$ cat config.mk
export PLATFORM = sky130hd
export DESIGN_NAME = orc_top
export DESIGN_NICKNAME = d
export VERILOG_FILES = /design/src/inc/orc_pkg.sv /design/src/rtl/orc_switch_timer.sv /design/src/rtl/orc_top.sv
export SDC_FILE = /design/constraint.sdc
export NUM_CORES = 1
export LEC_CHECK = 0
export ABC_CLOCK_PERIOD_IN_PS = 4600
export BUFFER_PORTS_ARGS = -buffer_cell sky130_fd_sc_hd__buf_4
export CORE_MARGIN = 4
export CORE_UTILIZATION = 57
export DETAILED_ROUTE_END_ITERATION = 12
export PLACE_DENSITY_LB_ADDON = 0.08
export REMOVE_ABC_BUFFERS = 1
export SLEW_MARGIN = 0
export SYNTH_ARGS = -nofsm -noshare
export SYNTH_HDL_FRONTEND = slang
export SYNTH_HIERARCHICAL = 1
export SYNTH_SLANG_ARGS = --single-unit
export TNS_END_PERCENT = 20
$ cat constraint.sdc
create_clock -name hclk -period 4.6 [get_ports hclk]
set_input_delay 0.46 -clock hclk [delete_from_list [all_inputs] [get_ports hclk]]
set_output_delay 0.46 -clock hclk [all_outputs]
set_load 0.1 [all_outputs]
$ cat src/inc/orc_pkg.sv
// Purpose: constants and types for the oscillator and reference clock block
// Assumes: 125 MHz hclk, AHB-Lite register access, one aligned word each
// Notes: the unlock keys are arbitrary values
//
// Summary of operation
// RULE1 - USB clock select bit 2: 1 uses fast RC, 0 primary or USB PLL.
// RULE2 - Bit 1 enables the secondary oscillator when set, disables it when clear.
// RULE3 - Writing 1 to bit 0 starts a source switch; hardware clears it when done.
// RULE4 - Oscillator control writes are ignored unless the unlock sequence came first.
// RULE5 - Reference source codes 0 to 8 select clocks; codes 9 to 15 reserved.
// RULE6 - Software must not change source or divider while active reads 1.
// RULE7 - With reference enabled, divider writes wait for the divider switch request.
// RULE8 - Trim register holds a 9-bit value in bits 31-23, reset 0, rest zero.
// RULE9 - With reference enabled, trim writes wait for the divider switch request.
// RULE10 - Pending divider and trim apply together on request, then request clears.
package orc_pkg;

    // Register byte addresses
    localparam logic [7:0] ORC_ADDR_OSC = 8'h00;
    localparam logic [7:0] ORC_ADDR_REFCON = 8'h04;
    localparam logic [7:0] ORC_ADDR_TRIM = 8'h08;
    localparam logic [7:0] ORC_ADDR_UNLOCK = 8'h0C;

    // Oscillator control fields
    localparam int ORC_OSC_SWREQ_BIT = 0;
    localparam int ORC_OSC_SOSC_BIT = 1;
    localparam int ORC_OSC_USBRC_BIT = 2;
    localparam int ORC_OSC_NEWSRC_LSB = 8;
    localparam int ORC_OSC_CURSRC_LSB = 12;

    // Reference control fields
    localparam int ORC_REF_SRC_LSB = 0;
    localparam int ORC_REF_ACTIVE_BIT = 8;
    localparam int ORC_REF_DIVSW_BIT = 9;
    localparam int ORC_REF_EN_BIT = 15;
    localparam int ORC_REF_DIV_LSB = 16;
    localparam int ORC_TRIM_LSB = 23;

    // Reset values
    localparam logic [2:0] ORC_RST_SRC = 3'h0;
    localparam logic [3:0] ORC_RST_REFSRC = 4'h0;
    localparam logic [14:0] ORC_RST_DIV = 15'h0000;
    localparam logic [8:0] ORC_RST_TRIM = 9'h000;

    // Unlock keys, values arbitrary
    localparam logic [31:0] ORC_UNLOCK_KEY1 = 32'h5A5A0001;
    localparam logic [31:0] ORC_UNLOCK_KEY2 = 32'hA5A50002;

    // Oscillator switch settle time
    localparam int ORC_CLK_MHZ = 125;
    localparam int ORC_SWITCH_NS = 1000;
    localparam int ORC_SWITCH_CYC = (ORC_SWITCH_NS * ORC_CLK_MHZ + 999) / 1000;
    localparam logic [7:0] ORC_SWITCH_LOAD = 8'(ORC_SWITCH_CYC - 1);

    typedef enum logic [3:0] {
        ORC_REF_SYSTEM_CLOCK = 4'h0,
        ORC_REF_PERIPHERAL_BUS_CLOCK = 4'h1,
        ORC_REF_PRIMARY_OSCILLATOR = 4'h2,
        ORC_REF_FAST_RC_OSCILLATOR = 4'h3,
        ORC_REF_LOW_POWER_RC_OSCILLATOR = 4'h4,
        ORC_REF_SECONDARY_OSC = 4'h5,
        ORC_REF_USB_PLL = 4'h6,
        ORC_REF_SYSTEM_PLL = 4'h7,
        ORC_REF_INPUT_PIN = 4'h8
    } orc_ref_src_t;

    typedef enum logic [1:0] {
        ORC_LOCKED = 2'b00,
        ORC_KEY1_SEEN = 2'b01,
        ORC_OPEN = 2'b10
    } orc_unlock_t;

endpackage

$ cat src/rtl/orc_switch_timer.sv
// Purpose: times an oscillator source switch
// Assumes: start is a one-cycle pulse, ignored while busy
// Notes: done pulses once after the settle count
`timescale 1ns/1ps
`default_nettype none
module orc_switch_timer
    import orc_pkg::*;
(
    input wire logic hclk,
    input wire logic hresetn,
    input wire logic start,
    output logic busy,
    output logic done
);

    typedef struct packed {
        logic busy;
        logic done;
        logic [7:0] cnt;
    } orc_tmr_t;

    orc_tmr_t st;
    orc_tmr_t next_st;

    ////////////////////////////////////////////////////////////////////////
    always_comb begin
        next_st = st;
        next_st.done = 1'b0;
        if (st.busy) begin
            if (st.cnt == 8'h00) begin
                next_st.busy = 1'b0;
                next_st.done = 1'b1;
            end else begin
                next_st.cnt = st.cnt - 8'h01;
            end
        end else if (start) begin
            next_st.busy = 1'b1;
            next_st.cnt = ORC_SWITCH_LOAD;
        end
    end

    always_ff @(posedge hclk or negedge hresetn) begin
        if (!hresetn) begin
            st <= '0;
        end else begin
            st <= next_st;
        end
    end

    assign busy = st.busy;
    assign done = st.done;

    ////////////////////////////////////////////////////////////////////////
    property p_switch_settle;
        @(posedge hclk) disable iff (!hresetn)
        (start && !busy) |-> ##126 done;
    endproperty
    a_switch_settle: assert property (p_switch_settle) // RULE3
        else $error("switch did not complete after settle count");

endmodule
`default_nettype wire

$ cat src/rtl/orc_top.sv
// Purpose: oscillator control and reference clock control registers
// Assumes: single AHB-Lite master, word transfers only
// Notes: reads take one wait state, writes none
//
// Added by the designer: the AHB-Lite register port and the register addresses.
`timescale 1ns/1ps
`default_nettype none
module orc_top
    import orc_pkg::*;
(
    input wire logic hclk,
    input wire logic hresetn,
    input wire logic hsel,
    input wire logic [31:0] haddr,
    input wire logic [1:0] htrans,
    input wire logic hwrite,
    input wire logic [2:0] hsize,
    input wire logic [31:0] hwdata,
    input wire logic hready,
    output logic hreadyout,
    output logic hresp,
    output logic [31:0] hrdata,
    input wire logic ref_active_in,
    output logic usb_clock_from_rc,
    output logic secondary_osc_enable,
    output logic [2:0] system_clock_source,
    output logic ref_output_enable,
    output logic [3:0] ref_source_select,
    output logic [14:0] ref_divider,
    output logic [8:0] ref_trim_value
);

    typedef struct packed {
        logic dph_valid;
        logic dph_write;
        logic rd_pend;
        logic [7:0] dph_addr;
        logic [31:0] rdata;
        orc_unlock_t unlock;
        logic usb_rc;
        logic sosc_en;
        logic osw_req;
        logic [2:0] new_src;
        logic [2:0] sw_target;
        logic [2:0] cur_src;
        logic ref_en;
        logic divsw_req;
        logic [3:0] ref_src;
        logic [14:0] div_sh;
        logic [14:0] div_act;
        logic [8:0] trim_sh;
        logic [8:0] trim_act;
        logic act_s1;
        logic act_s2;
        logic act_s3;
        logic active;
    } orc_state_t;

    orc_state_t st;
    orc_state_t next_st;
    logic sw_start;
    logic sw_busy;
    logic sw_done;
    logic wr_en;
    logic wr_osc;
    logic wr_ref;
    logic wr_trim;
    logic wr_unlock;
    logic osc_open;

    ////////////////////////////////////////////////////////////////////////
    // Data-phase write strobes
    assign wr_en = st.dph_valid && st.dph_write;
    assign wr_osc = wr_en && (st.dph_addr == ORC_ADDR_OSC);
    assign wr_ref = wr_en && (st.dph_addr == ORC_ADDR_REFCON);
    assign wr_trim = wr_en && (st.dph_addr == ORC_ADDR_TRIM);
    assign wr_unlock = wr_en && (st.dph_addr == ORC_ADDR_UNLOCK);
    // RULE4 unlock gate
    assign osc_open = wr_osc && (st.unlock == ORC_OPEN);
    // RULE3 switch start
    assign sw_start = osc_open && hwdata[ORC_OSC_SWREQ_BIT] && !sw_busy;

    orc_switch_timer u_switch_timer (
        .hclk(hclk),
        .hresetn(hresetn),
        .start(sw_start),
        .busy(sw_busy),
        .done(sw_done)
    );

    ////////////////////////////////////////////////////////////////////////
    always_comb begin
        logic [31:0] rv;
        rv = 32'h00000000;
        next_st = st;

        // Bus address phase
        if (hready) begin
            next_st.dph_valid = hsel && htrans[1] && (hsize == 3'b010);
            next_st.dph_write = hwrite;
            next_st.dph_addr = haddr[7:0];
            next_st.rd_pend = hsel && htrans[1] && !hwrite;
        end else begin
            next_st.rd_pend = 1'b0;
        end

        // Read value, taken during the wait state
        case (st.dph_addr)
            ORC_ADDR_OSC: begin
                rv[ORC_OSC_USBRC_BIT] = st.usb_rc;
                rv[ORC_OSC_SOSC_BIT] = st.sosc_en;
                rv[ORC_OSC_SWREQ_BIT] = st.osw_req;
                rv[ORC_OSC_NEWSRC_LSB +: 3] = st.new_src;
                rv[ORC_OSC_CURSRC_LSB +: 3] = st.cur_src;
            end
            ORC_ADDR_REFCON: begin
                rv[ORC_REF_SRC_LSB +: 4] = st.ref_src;
                rv[ORC_REF_ACTIVE_BIT] = st.active;
                rv[ORC_REF_DIVSW_BIT] = st.divsw_req;
                rv[ORC_REF_EN_BIT] = st.ref_en;
                rv[ORC_REF_DIV_LSB +: 15] = st.div_sh;
            end
            // RULE8 trim readback
            ORC_ADDR_TRIM: begin
                rv[ORC_TRIM_LSB +: 9] = st.trim_sh;
            end
            ORC_ADDR_UNLOCK: begin
                rv[0] = (st.unlock == ORC_OPEN);
            end
            default: begin
                rv = 32'h00000000;
            end
        endcase
        // Non-word reads return zero
        if (st.rd_pend) begin
            next_st.rdata = st.dph_valid ? rv : 32'h00000000;
        end

        // RULE4 unlock sequence
        if (wr_unlock) begin
            if (hwdata == ORC_UNLOCK_KEY1) begin
                next_st.unlock = ORC_KEY1_SEEN;
            end else if (hwdata == ORC_UNLOCK_KEY2
                         && st.unlock == ORC_KEY1_SEEN) begin
                next_st.unlock = ORC_OPEN;
            end else begin
                next_st.unlock = ORC_LOCKED;
            end
        end else if (wr_osc) begin
            next_st.unlock = ORC_LOCKED;
        end

        if (osc_open) begin
            // RULE1 USB source
            next_st.usb_rc = hwdata[ORC_OSC_USBRC_BIT];
            // RULE2 secondary enable
            next_st.sosc_en = hwdata[ORC_OSC_SOSC_BIT];
            next_st.new_src = hwdata[ORC_OSC_NEWSRC_LSB +: 3];
        end

        // RULE3 switch and clear
        if (sw_done) begin
            next_st.osw_req = 1'b0;
            next_st.cur_src = st.sw_target;
        end
        if (sw_start) begin
            next_st.osw_req = 1'b1;
            next_st.sw_target = hwdata[ORC_OSC_NEWSRC_LSB +: 3];
        end

        // RULE10 apply together
        if (st.divsw_req || !st.ref_en) begin
            next_st.div_act = st.div_sh;
            next_st.trim_act = st.trim_sh;
            next_st.divsw_req = 1'b0;
        end

        if (wr_ref) begin
            next_st.ref_en = hwdata[ORC_REF_EN_BIT];
            // RULE5 reserved codes
            if (hwdata[ORC_REF_SRC_LSB +: 4] <= ORC_REF_INPUT_PIN) begin
                next_st.ref_src = hwdata[ORC_REF_SRC_LSB +: 4];
            end
            // RULE7 divider held
            next_st.div_sh = hwdata[ORC_REF_DIV_LSB +: 15];
            if (hwdata[ORC_REF_DIVSW_BIT]) begin
                next_st.divsw_req = 1'b1;
            end
        end
        // RULE9 trim held
        if (wr_trim) begin
            next_st.trim_sh = hwdata[ORC_TRIM_LSB +: 9];
        end

        // Active status from the reference clock domain
        next_st.act_s1 = ref_active_in;
        next_st.act_s2 = st.act_s1;
        next_st.act_s3 = st.act_s2;
        if (st.act_s2 == st.act_s3) begin
            next_st.active = st.act_s3;
        end
    end

    always_ff @(posedge hclk or negedge hresetn) begin
        if (!hresetn) begin
            st <= '0;
            st.unlock <= ORC_LOCKED;
            st.new_src <= ORC_RST_SRC;
            st.sw_target <= ORC_RST_SRC;
            st.cur_src <= ORC_RST_SRC;
            st.ref_src <= ORC_RST_REFSRC;
            st.div_sh <= ORC_RST_DIV;
            st.div_act <= ORC_RST_DIV;
            st.trim_sh <= ORC_RST_TRIM;
            st.trim_act <= ORC_RST_TRIM;
        end else begin
            st <= next_st;
        end
    end

    ////////////////////////////////////////////////////////////////////////
    assign hreadyout = !st.rd_pend;
    assign hresp = 1'b0;
    assign hrdata = st.rdata;
    assign usb_clock_from_rc = st.usb_rc;
    assign secondary_osc_enable = st.sosc_en;
    assign system_clock_source = st.cur_src;
    assign ref_output_enable = st.ref_en;
    assign ref_source_select = st.ref_src;
    assign ref_divider = st.div_act;
    assign ref_trim_value = st.trim_act;

    ////////////////////////////////////////////////////////////////////////
    property p_usb_src;
        @(posedge hclk) disable iff (!hresetn)
        osc_open |=> usb_clock_from_rc == $past(hwdata[ORC_OSC_USBRC_BIT]);
    endproperty
    a_usb_src: assert property (p_usb_src) // RULE1
        else $error("USB source bit not taken from write");

    property p_sosc_en;
        @(posedge hclk) disable iff (!hresetn)
        osc_open |=> secondary_osc_enable == $past(hwdata[ORC_OSC_SOSC_BIT]);
    endproperty
    a_sosc_en: assert property (p_sosc_en) // RULE2
        else $error("secondary enable not taken from write");

    property p_switch_clear;
        @(posedge hclk) disable iff (!hresetn)
        sw_start |=> st.osw_req ##[120:130] !st.osw_req;
    endproperty
    a_switch_clear: assert property (p_switch_clear) // RULE3
        else $error("switch request not cleared after completion");

    property p_locked_write;
        @(posedge hclk) disable iff (!hresetn)
        (wr_osc && st.unlock != ORC_OPEN) |=>
            $stable(usb_clock_from_rc) && $stable(secondary_osc_enable)
            && $stable(st.new_src) && !$rose(st.osw_req);
    endproperty
    a_locked_write: assert property (p_locked_write) // RULE4
        else $error("locked oscillator write took effect");

    property p_relock;
        @(posedge hclk) disable iff (!hresetn)
        wr_osc |=> st.unlock == ORC_LOCKED;
    endproperty
    a_relock: assert property (p_relock) // RULE4
        else $error("unlock not consumed by oscillator write");

    property p_ref_src_legal;
        @(posedge hclk) disable iff (!hresetn)
        ref_source_select <= ORC_REF_INPUT_PIN;
    endproperty
    a_ref_src_legal: assert property (p_ref_src_legal) // RULE5
        else $error("reserved reference source selected");

    property p_div_held;
        @(posedge hclk) disable iff (!hresetn)
        (wr_ref && st.ref_en && !st.divsw_req
            && !hwdata[ORC_REF_DIVSW_BIT]) |=> $stable(ref_divider);
    endproperty
    a_div_held: assert property (p_div_held) // RULE7
        else $error("divider changed without switch request");

    property p_trim_held;
        @(posedge hclk) disable iff (!hresetn)
        (wr_trim && st.ref_en && !st.divsw_req) |=> $stable(ref_trim_value);
    endproperty
    a_trim_held: assert property (p_trim_held) // RULE9
        else $error("trim changed without switch request");

    property p_apply_both;
        @(posedge hclk) disable iff (!hresetn)
        (wr_ref && st.ref_en && hwdata[ORC_REF_DIVSW_BIT]) |=>
            st.divsw_req ##1 (!st.divsw_req
            && ref_divider == $past(st.div_sh)
            && ref_trim_value == $past(st.trim_sh));
    endproperty
    a_apply_both: assert property (p_apply_both) // RULE10
        else $error("pending divider and trim not applied together");

    property p_trim_read;
        @(posedge hclk) disable iff (!hresetn)
        (st.rd_pend && st.dph_addr == ORC_ADDR_TRIM) |=>
            hrdata[22:0] == 23'h000000;
    endproperty
    a_trim_read: assert property (p_trim_read) // RULE8
        else $error("unimplemented trim bits read nonzero");

endmodule
`default_nettype wire

Yosys cells after proc, flatten, opt, wreduce, memory -nomap -nowiden
Index checks and enable logic that the tools add are counted.
{"block": "classes", "addsub": 1, "n_eq_ne": 10, "order_cmp": 1, "n_mux": 28, "n_reduce_logical": 24}
{"operator": "$eq 32x31->1 const B", "count": 1}
{"operator": "$eq 32x32->1 const B", "count": 1}
{"operator": "$mux 32", "count": 1}
{"operator": "$mux 8", "count": 4}
{"operator": "$mux 20", "count": 1}
{"operator": "$eq 8x4->1 const B", "count": 2}
{"operator": "$logic_not 8->1", "count": 2}
{"operator": "$pmux 8 s2", "count": 1}
{"operator": "$logic_and 1x1->1", "count": 12}
{"operator": "$mux 1", "count": 11}
{"operator": "$mux 2", "count": 5}
{"operator": "$eq 8x3->1 const B", "count": 1}
{"operator": "$pmux 2 s2", "count": 2}
{"operator": "$sub 8x1->8 const B", "count": 1}
{"operator": "$reduce_bool 2->1", "count": 3}
{"operator": "$le 4x4->1 const B", "count": 1}
{"operator": "$logic_not 1->1", "count": 4}
{"operator": "$mux 4", "count": 1}
{"operator": "$reduce_and 2->1", "count": 2}
{"operator": "$eq 3x2->1 const B", "count": 1}
{"operator": "$mux 3", "count": 1}
{"operator": "$pmux 1 s3", "count": 1}
{"operator": "$eq 2x1->1 const B", "count": 1}
{"operator": "$eq 2x2->1 const B", "count": 1}
{"operator": "3 further kinds", "count": 3}
{"block": "word_totals", "ff_bits": 125, "in_bits": 75}

Logic depth before layout (Yosys ltp)
Gate-level depths: netlist of the first run.
{"block": "depth", "word_depth": 7, "depth_mapped": 8, "ltp_nobuf": 7}

Cells and area by module
Netlist of the first run, hierarchy kept.
{"module": "orc_top", "seq_area_each_um2": 2752.6, "instances": 1, "cells_per_inst": 382, "area_each_um2": 4912.2}
{"module": "orc_switch_timer", "seq_area_each_um2": 250.2, "instances": 1, "cells_per_inst": 52, "area_each_um2": 529.3}

Worst setup path after synthesis of the first run
No wires, ideal clock.
{"block": "synth_path", "kind": "register -> register", "startpoint": "register st[110] (netlist bit)", "endpoint": "register u_switch_timer/st[5] (netlist bit)", "required_ns": 4.470, "setup_time_ns": 0.130, "stages_incl_launch_ff": 9, "slack_ns": 2.371, "period_less_slack_ns": 2.229, "arrival_ns": 2.100, "path_buffers": 1, "cell_sequence": "dfrtp_1 -> or4b_1 -> buf_2 -> nor2_1 -> and4_1 -> nor2_1 -> nor4b_1 -> and3_1 -> o21ai_0"}
{"block": "synth_via", "elab_chain_len": 7}
{"item": "from (decl)", "line": "orc_top.sv:59", "text": "orc_state_t st;"}
{"item": "from (signal assigned)", "line": "orc_top.sv:217", "text": "st <= next_st;"}
{"item": "$logic_not 8->1", "line": "orc_top.sv:74", "text": "assign wr_osc = wr_en && (st.dph_addr == ORC_ADDR_OSC);"}
{"item": "$logic_and 1x1->1", "line": "orc_top.sv:74"}
{"item": "$logic_and 1x1->1", "line": "orc_top.sv:79", "text": "assign osc_open = wr_osc && (st.unlock == ORC_OPEN);"}
{"item": "$logic_and 1x1->1 (2 in series)", "line": "orc_top.sv:81", "text": "assign sw_start = osc_open && hwdata[ORC_OSC_SWREQ_BIT] && !sw_busy;"}
{"item": "$reduce_bool 2->1 (no source line)"}
{"item": "$reduce_and 2->1 (no source line)"}
{"item": "to (signal assigned)", "line": "orc_switch_timer.sv:46", "text": "st <= next_st;"}
{"item": "to (decl)", "line": "orc_switch_timer.sv:22", "text": "orc_tmr_t st;"}
No other way between the ends.
A chain may end at the register's enable or synchronous reset.

Worst setup path after layout of the first run
Same ends and word-level chain as after synthesis.

==> impl_metrics.ini, run 1 <==
[run_status]
outcome = complete, no violations

[power]
comb_power_share_pct = 7.5
cellLeakagePower_nw = 3.24
peakVddDrop_mv = 0.211
relative_contribution_of_the_clock_network_to_total_power_pct = 50.3
power_switching_share_pct = 23.6
p_seq_share_pct = 42.2
cellPowerDensity_nw_per_um2 = 396
net-switching-power_uw = 615
cell_internal_pwr_mw = 1.99
power.total_mw = 2.61

[floorplanning]
io_pins = 143
floorplan.core_area_um2 = 9280
die_x_um = 106
chip_height_um = 106
std_cell_rows = 35
fp.dieArea_um2 = 11200
initial_util_pct = 58.6

[timing]
period_share_pct = 56.3
fin_setup_tns_ps = 0
max_slew.worst_pin.slew_ps = 973
timing.slew.headroom_pct = 34.6
setup_viol_count_final = 0
timing.final.crit_period_ps = 2590
slew_violations = 0
rsz0062_at_grt = no
hold_viol = 0
worst_clock_skew_ps = 8.08
fmax_mhz = 386

[drt]
drc_errors = 0
detailedRoute.firstIterationViolations = 158
avgRoutedWirePerCell_um = 17.7
via_count = 3528
ant_nets = 0
drt_wl_total_um = 11300
detailed_route_vias_per_instance = 5.52
detail_route.first_pass.iterations = 4

[global_route]
first_global_vias = 3628
grt_max_degree = 58
total_routing_usage_gr_pct = 21.3
gr-total-overflow = 0
grt_pass1_wl_um = 18700
antenna_found_initial = 0

[placement]
place.gp.congestion = 0.802
place.detailed.hpwl_um = 7810
numPlacedInstances = 607
io_buffer_count = 111

[flow_run]
max_cap_viol_count = 0

[layout]
multi_input_comb_area_um2 = 1910
layout_commonest_cell = sky130_fd_sc_hd__dfrtp_1
post_route_cells_drive_above_1_share_pct = 44.5
final_cell_mix = 120 x sky130_fd_sc_hd__dfrtp_1, 116 x sky130_fd_sc_hd__buf_4, 68 x sky130_fd_sc_hd__mux2_2
antenna_diode_count = 0
final-instance-count-excl-fill = 639
flow.area_growth_from_synthesis_pct = 20.9
fillerInstances = 691
register_area_um2 = 3000
num-nets-final = 575

[yosys]
netlist_instances = 434
ys.flop_type = sky130_fd_sc_hd__dfrtp_1
synth-seq-cells = 120
syn_avg_cell_area_um2 = 12.5
yosys_warnings = 6
synth_top_cell_by_area = sky130_fd_sc_hd__dfrtp_1
synth_largest_type_area_fraction_pct = 55.2
ys_async_sr_fraction_pct = 100
seq_area_frac_synth_pct = 55.2
synth-edff-count = 0
ys_top_cells_by_area = sky130_fd_sc_hd__dfrtp_1 55%, sky130_fd_sc_hd__mux2_2 14%, sky130_fd_sc_hd__buf_4 8.8%
netlist-cell-type-count = 51
synth.cell_area_um2 = 5440

[clocking]
ctsRootBufferMaster = sky130_fd_sc_hd__clkbuf_8
clkSlewWorstSetupHoldPaths_ps = 60
clock_buffers_created_by_tritoncts = 17
clock_sinks = 120
cts_tree = yes
clk_latency_ps = 500
cts.htree.levels = 4
cts-root-to-sink-buffers = 2
post_cts_resize_count = 0

[worst_setup_path]
worstPathArrival_ps = 2970
launching_element_of_the_worst_setup_path = st[110]
worst-setup-path-type = flip-flop to flip-flop
critPathRequiredTime_ps = 4980
worst-r2r-setup-slack_ps = 2010
crit_end_element = flip-flop
crit_fanout = 7
worst-r2r-cell-count = 7
startpoint_type = flip-flop
worstReg2RegStart = st[110]

[min_path]
timing.hold.worst.class = input port to flip-flop
hold_path_depth = 1
worstHoldStart = ref_active_in
[synth_stat cells (all sizes together) (4+ instances only)]
cell type    n
nor2b        4
nor4bb       5
nand4        5
a22oi        5
nor3         6
dfrtp      120
mux2        68
a21o         9
nand2b       4
nor2        11
clkbuf       6
nor4        10
nand2       19
o21ai       12
a22o        24
a21oi        7
inv          8
buf         71
[through the flow]
step                util [%]  setup slack, ps  hold WS [ps]  cell area [um^2]
finish                  70.8             2010          58.8              6580
global placement        64.3             2060           295              5970
CTS                     70.8             2010          46.0              6580
detailed placement      64.3             2020           297              5970
global route            70.8             1860          44.6              6580
floorplan                  -             1540           164              4920
[power by group through the flow]
| stage | sequential (mW) | clock [mW] | combinational [mW] |
|---|---|---|---|
| after detailed placement | 1.12 | 0 | 0.196 |
| after global routing | 1.10 | 1.39 | 0.210 |
| after CTS | 1.10 | 1.33 | 0.198 |
| final | 1.10 | 1.31 | 0.196 |
| after global placement | 1.12 | 0 | 0.194 |
| after floorplan | 1.16 | 0 | 0.0615 |
[sequential cells by signal, summed over array words and instances (netlist names), 2 cells and up]
| name | count |
|---|---|
| ref_source_select | 4 |
| hrdata | 27 |
| st | 47 |
| ref_divider | 15 |
| next_st | 2 |
| ref_trim_value | 9 |
| u_switch_timer/st | 8 |
| system_clock_source | 3 |
[kinds of logic after synthesis]
group	after synthesis	share of synthesized area, %
buffers and inverters	85	10.4
AO/OA/AOI/OAI	65	8.62
flip-flops	120	55.2
XOR/XNOR	2	0.322
AND/OR/NAND/NOR	87	10.1
adder cells (fa/ha/maj)	3	0.644
other	1	0.0689
multiplexers	71	14.6
[per-layer routing]
layer  GRT usage (%)  share of wire [%]  up-vias
li1                -                  -     1622
met1            29.5                 46     1801
met2            33.9                 49       98
met3            4.84                4.6        7
met4            5.92               0.62        0
met5               0                  0        -
[repair_timing]
action / in CTS / in global routing
buffers inserted: 0 / 0
hold buffers: 1 / 0
endpoints found under the setup margin: 0 / 0
hold endpoints to repair: 9 / 0
[area by class of cell]
class | count | share of cell area (%)
Sequential cell | 120 | 45.7
Multi-Input combinational cell | 234 | 29.0
Timing Repair Buffer | 117 | 13.4
Tap cell | 129 | 2.45
Inverter | 8 | 0.457
Clock inverter | 12 | 2.30
Clock buffer | 19 | 6.72
[critical path, cell delays in order (launching register included)]
cell and delay [ps]:
sky130_fd_sc_hd__dfrtp_1 380, sky130_fd_sc_hd__or4b_1 700, sky130_fd_sc_hd__nor2_1 360, sky130_fd_sc_hd__and4_1 330, sky130_fd_sc_hd__nor2_1 110, sky130_fd_sc_hd__nor4b_1 330, sky130_fd_sc_hd__and3_1 200, sky130_fd_sc_hd__o21ai_0 60
[path summary, 6_finish.rpt]
path,to
min reg2reg,next_st[1]
max reg2reg,u_switch_timer/st[5]
max,u_switch_timer/st[5]
min,next_st[2]
max in group asynchronous,st[106]
min in group asynchronous,ref_trim_value[4]
(Power assumes the default switching activity.)
==> run 2: changes to the inputs <==
--- a/config.mk
+++ b/config.mk
@@ -5,10 +5,10 @@
 export SDC_FILE = /design/constraint.sdc
 export NUM_CORES = 1
 export LEC_CHECK = 0
-export ABC_CLOCK_PERIOD_IN_PS = 4600
+export ABC_CLOCK_PERIOD_IN_PS = 2100
 export BUFFER_PORTS_ARGS = -buffer_cell sky130_fd_sc_hd__buf_4
 export CORE_MARGIN = 4
-export CORE_UTILIZATION = 57
+export CORE_UTILIZATION = 48
 export DETAILED_ROUTE_END_ITERATION = 12
 export PLACE_DENSITY_LB_ADDON = 0.08
 export REMOVE_ABC_BUFFERS = 1
==> constraint.sdc (replaced) <==
create_clock -name hclk -period 2.1 [get_ports hclk]
set_input_delay 0.21 -clock hclk [delete_from_list [all_inputs] [get_ports hclk]]
set_output_delay 0.21 -clock hclk [all_outputs]
set_load 0.1 [all_outputs]
==> impl_metrics.ini, run 2 (synthesis gave the netlist of run 1 again) <==
[clocking]
ctsRootBufferMaster = sky130_fd_sc_hd__clkbuf_16
cts_tree = yes
clock_sinks = 120
clk_latency_ps = 400
cts.htree.levels = 4
clock_buffers_created_by_tritoncts = 17
clkSlewWorstSetupHoldPaths_ps = 50
cts-root-to-sink-buffers = 2

[worst_setup_path]
startpoint_type = flip-flop
crit_fanout = 15
worstPathArrival_ps = 2370
critPathRequiredTime_ps = 2390
worst-setup-path-type = flip-flop to flip-flop
crit_end_element = flip-flop

[layout]
register_area_um2 = 3000
final_cell_mix = 125 x sky130_fd_sc_hd__buf_4, 120 x sky130_fd_sc_hd__dfrtp_1, 68 x sky130_fd_sc_hd__mux2_2
multi_input_comb_area_um2 = 1970
largest_register = st
fillerInstances = 893
post_route_cells_drive_above_1_share_pct = 47.7
post-route-util_pct = 62.0
flow.area_growth_from_synthesis_pct = 25.1
final-instance-count-excl-fill = 666
layout_commonest_cell = sky130_fd_sc_hd__buf_4
num-nets-final = 590
final_design_area_no_fill_um2 = 6810
antenna_diode_count = 0
largest_register_ffs = 47

[timing]
timing.final.crit_period_ps = 2090
worst_clock_skew_ps = 7.29
fmax_mhz = 479
slew_violations = 0
timing.slew.headroom_pct = 64.4
setup_viol_count_final = 0
period_share_pct = 99.5
hold_viol = 0
fin_setup_tns_ps = 0
rsz0062_at_grt = yes
max_slew.worst_pin.slew_ps = 529

[placement]
io_buffer_count = 111
numPlacedInstances = 631
placement.cell_area_um2 = 6120
place.gp.congestion = 0.770
place.detailed.hpwl_um = 8240

[drt]
ant_nets = 0
drt_wl_total_um = 11700
via_count = 3541
avgRoutedWirePerCell_um = 17.6
detailedRoute.firstIterationViolations = 161
drc_errors = 0
detail_route.first_pass.iterations = 4
detailed_route_vias_per_instance = 5.32

[floorplanning]
io_pins = 143
initial_util_pct = 49.5
floorplan.core_area_um2 = 11000
fp.dieArea_um2 = 13100
die_x_um = 114
chip_height_um = 114
std_cell_rows = 38

[power]
peakVddDrop_mv = 0.449
cellPowerDensity_nw_per_um2 = 837
power.total_mw = 5.70
cellLeakagePower_nw = 3.35

[global_route]
antenna_found_initial = 0
first_global_vias = 3709
grt_max_degree = 45
gr-total-overflow = 0
total_routing_usage_gr_pct = 19.3
grt_pass1_wl_um = 19400

[min_path]
timing.hold.worst.class = input port to flip-flop

[flow_run]
max_cap_viol_count = 0

[run_status]
outcome = complete, no violations
==> run 2: power by group <==
part	switching (mW)	total, mW	internal (mW)
Sequential	0.0385	2.41	2.37
Clock	1.01	2.84	1.83
Combinational	0.303	0.455	0.153
Total	1.35	5.70	4.36
==> run 2: per-layer routing <==
layer / global-route usage [%] / share of wire [%]
met5: 0 / 0
met4: 7.13 / 1.3
met3: 4.33 / 5.6
met2: 28.9 / 46
met1: 27.5 / 47
==> run 2: worst paths after layout <==
kind | from | endpoint | slack [ps] | cells after the start
min | haddr[2] | st[106] | 20 | 3
max in group asynchronous | hresetn | hrdata[24] | 1180 | 3
max | st[104] | st[41] | 10 | 5
min in group asynchronous | hresetn | ref_divider[11] | 310 | 2
min reg2reg | next_st[2] | next_st[1] | 350 | 0
max reg2reg | st[104] | st[41] | 10 | 5
==> run 2: metrics by stage <==
| step | setup WS [ps] | hold WS [ps] |
|---|---|---|
| 2_1_floorplan | -956 | -85.6 |
| 3_3_place_gp | -49.8 | 202 |
| 3_5_place_dp | -75.0 | 205 |
| 4_1_cts | 5.72 | 1.76 |
| 5_1_grt | -76.3 | 19.3 |
| 6_report | 10.8 | 20.9 |
==> run 2: critical path, stage by stage (launching register included) <==
cell and delay [ps]:
sky130_fd_sc_hd__dfrtp_1 380, sky130_fd_sc_hd__or4b_4 580, sky130_fd_sc_hd__buf_6 160, sky130_fd_sc_hd__nor4_4 310
sky130_fd_sc_hd__buf_12 200, sky130_fd_sc_hd__mux2_2 340
==> run 2: cell type report <==
class / count / area share (%)
repair buffers: 132 / 15.3
multi-input cells: 234 / 28.9
clock buffers: 21 / 6.91
clock inverters: 11 / 1.80
flip-flops and latches: 120 / 44.1
well taps: 140 / 2.57
inverters: 8 / 0.441
==> run 2: timing repair <==
action	CTS	global route
endpoints found under the setup margin	29	29
hold buffers	2	0
buffers inserted	0	1
endpoints found under the hold margin	35	0
pin swaps	3	4
gates resized for setup	6	10
==> run 3: changes to the inputs <==
--- a/config.mk
+++ b/config.mk
@@ -8,8 +8,10 @@
 export ABC_CLOCK_PERIOD_IN_PS = 2100
 export BUFFER_PORTS_ARGS = -buffer_cell sky130_fd_sc_hd__buf_4
 export CORE_MARGIN = 4
-export CORE_UTILIZATION = 48
+export CORE_UTILIZATION = 49
+export CTS_BUF_LIST = sky130_fd_sc_hd__clkbuf_8
 export DETAILED_ROUTE_END_ITERATION = 12
+export GPL_TIMING_DRIVEN = 0
 export PLACE_DENSITY_LB_ADDON = 0.08
 export REMOVE_ABC_BUFFERS = 1
 export SLEW_MARGIN = 0
==> impl_metrics.ini, run 3 (synthesis gave the netlist of run 1 again) <==
[floorplanning]
io_pins = 143
die_x_um = 113
floorplan.core_area_um2 = 10800
fp.dieArea_um2 = 12900
chip_height_um = 113
std_cell_rows = 38
initial_util_pct = 50.2

[timing]
postLayoutSetupSlackWorst_ps = -71.0
timing.final.crit_period_ps = 2170
slew_violations = 0
rsz0062_at_grt = yes
fmax_mhz = 461
hold_viol = 0
period_share_pct = 103
setup_viol_count_final = 5
timing.slew.headroom_pct = 51.6
worst_clock_skew_ps = 10.4
fin_setup_tns_ps = -333
max_slew.worst_pin.slew_ps = 723

[worst_setup_path]
startpoint_type = flip-flop
critPathRequiredTime_ps = 2400
launching_element_of_the_worst_setup_path = st[110]
worstReg2RegStart = st[110]
worst-r2r-setup-slack_ps = -70
worst-r2r-cell-count = 6
crit_fanout = 5
worst-setup-path-type = flip-flop to flip-flop
worstPathArrival_ps = 2470
worstReg2RegEnd = usb_clock_from_rc
crit_end_element = flip-flop

[clocking]
cts_tree = yes
cts.htree.levels = 4
clock_buffers_created_by_tritoncts = 17
clk_latency_ps = 420
clkSlewWorstSetupHoldPaths_ps = 60
clock_sinks = 120
ctsRootBufferMaster = sky130_fd_sc_hd__clkbuf_8
cts-root-to-sink-buffers = 2

[drt]
ant_nets = 0
detailed_route_vias_per_instance = 5.33
avgRoutedWirePerCell_um = 17.5
drt_wl_total_um = 11600
detail_route.first_pass.iterations = 4
detailedRoute.firstIterationViolations = 181
drc_errors = 0
via_count = 3552

[layout]
multi_input_comb_area_um2 = 1990
num-nets-final = 591
fillerInstances = 921
layout_commonest_cell = sky130_fd_sc_hd__dfrtp_1
register_area_um2 = 3000
flow.area_growth_from_synthesis_pct = 22.8
antenna_diode_count = 0
largest_register = st
largest_register_ffs = 47
final_cell_mix = 120 x sky130_fd_sc_hd__dfrtp_1, 117 x sky130_fd_sc_hd__buf_4, 68 x sky130_fd_sc_hd__mux2_2
post_route_cells_drive_above_1_share_pct = 45.9

[min_path]
endpoint_of_the_worst_hold_timing_path = st[113]
timing.hold.worst.class = input port to flip-flop
hold_path_depth = 2
worstHoldStart = hwrite

[global_route]
gr-total-overflow = 0
first_global_vias = 3593
grt_max_degree = 91
antenna_found_initial = 0
grt_pass1_wl_um = 18500
total_routing_usage_gr_pct = 18.6

[placement]
place.gp.congestion = 0.858
dp_slack_ps = -550
place.detailed.hpwl_um = 8140
io_buffer_count = 111

[power]
cellLeakagePower_nw = 3.31
power_switching_share_pct = 24.3
net-switching-power_mw = 1.20
peakVddDrop_mv = 0.446
cellPowerDensity_nw_per_um2 = 737
relative_contribution_of_the_clock_network_to_total_power_pct = 41.9
power.total_mw = 4.93
cell_internal_pwr_mw = 3.73
p_seq_share_pct = 48.9
comb_power_share_pct = 9.2

[run_status]
violations = negative setup slack
outcome = finished, violations left

[flow_run]
max_cap_viol_count = 0
[run 3: cell count changes in the layout (fill, tap and decap cells not counted), sizes merged]
cell / before / now
buf: 130 / 123
bufinv: 2 / 3
inv: 8 / 12
clkbuf: 21 / 19
clkinvlp: 4 / 1
dlygate4sd3: 2 / 10
[run 3: worst max-delay path, stage by stage (launching register included)]
cell,delay [ps]
sky130_fd_sc_hd__dfrtp_1,380
sky130_fd_sc_hd__or4b_4,600
sky130_fd_sc_hd__buf_6,160
sky130_fd_sc_hd__nor4_1,310
sky130_fd_sc_hd__nand3_1,150
sky130_fd_sc_hd__buf_4,190
sky130_fd_sc_hd__mux2_2,270
[run 3: how the worst max path moves through the flow]
stage	to	cells after the start
final	usb_clock_from_rc	6
after global routing	usb_clock_from_rc	6
after CTS	hrdata[12]	3
after detailed placement	u_switch_timer/st[5]	7
after global placement	hrdata[23]	4
after floorplan	hrdata[23]	4
[run 3: cell type report]
class	count	area share (%)
Inverter	8	0.449
Multi-Input combinational cell	234	29.8
Timing Repair Buffer	133	16.2
Clock buffer	19	3.91
Clock inverter	13	2.06
Sequential cell	120	44.9
Tap cell	140	2.62
[run 3: per-stage QoR]
stage	util [%]	hold WS [ps]	instance area, um^2	cells
2_1_floorplan	-	-85.6	4920	362
3_3_place_gp	54.7	333	5930	613
3_5_place_dp	55.7	105	6040	618
4_1_cts	61.1	12.7	6620	665
5_1_grt	61.6	19.5	6680	667
6_report	61.6	44.6	6680	667
[run 3: power by group through the flow]
stage / logic (mW) / registers (mW) / clock network [mW]
after floorplan: 0.135 / 2.54 / 0
after global routing: 0.484 / 2.41 / 2.23
after detailed placement: 0.437 / 2.45 / 0
after CTS: 0.457 / 2.41 / 2.12
after global placement: 0.422 / 2.45 / 0
final: 0.453 / 2.41 / 2.06
[run 3: routing by layer]
layer,part of all wire (%),GRT usage (%)
met1,43,24.1
met2,51,30.8
met3,4.8,4.62
met4,1.5,6.25
met5,0,0
[run 3: timing repair]
action                                  4_1_cts  5_1_grt
pin swaps                                     7        5
gates resized for setup                      11       10
endpoints found under the setup margin       75       42
setup buffers                                 5        2
hold buffers                                 10        0
endpoints found under the hold margin        39        0
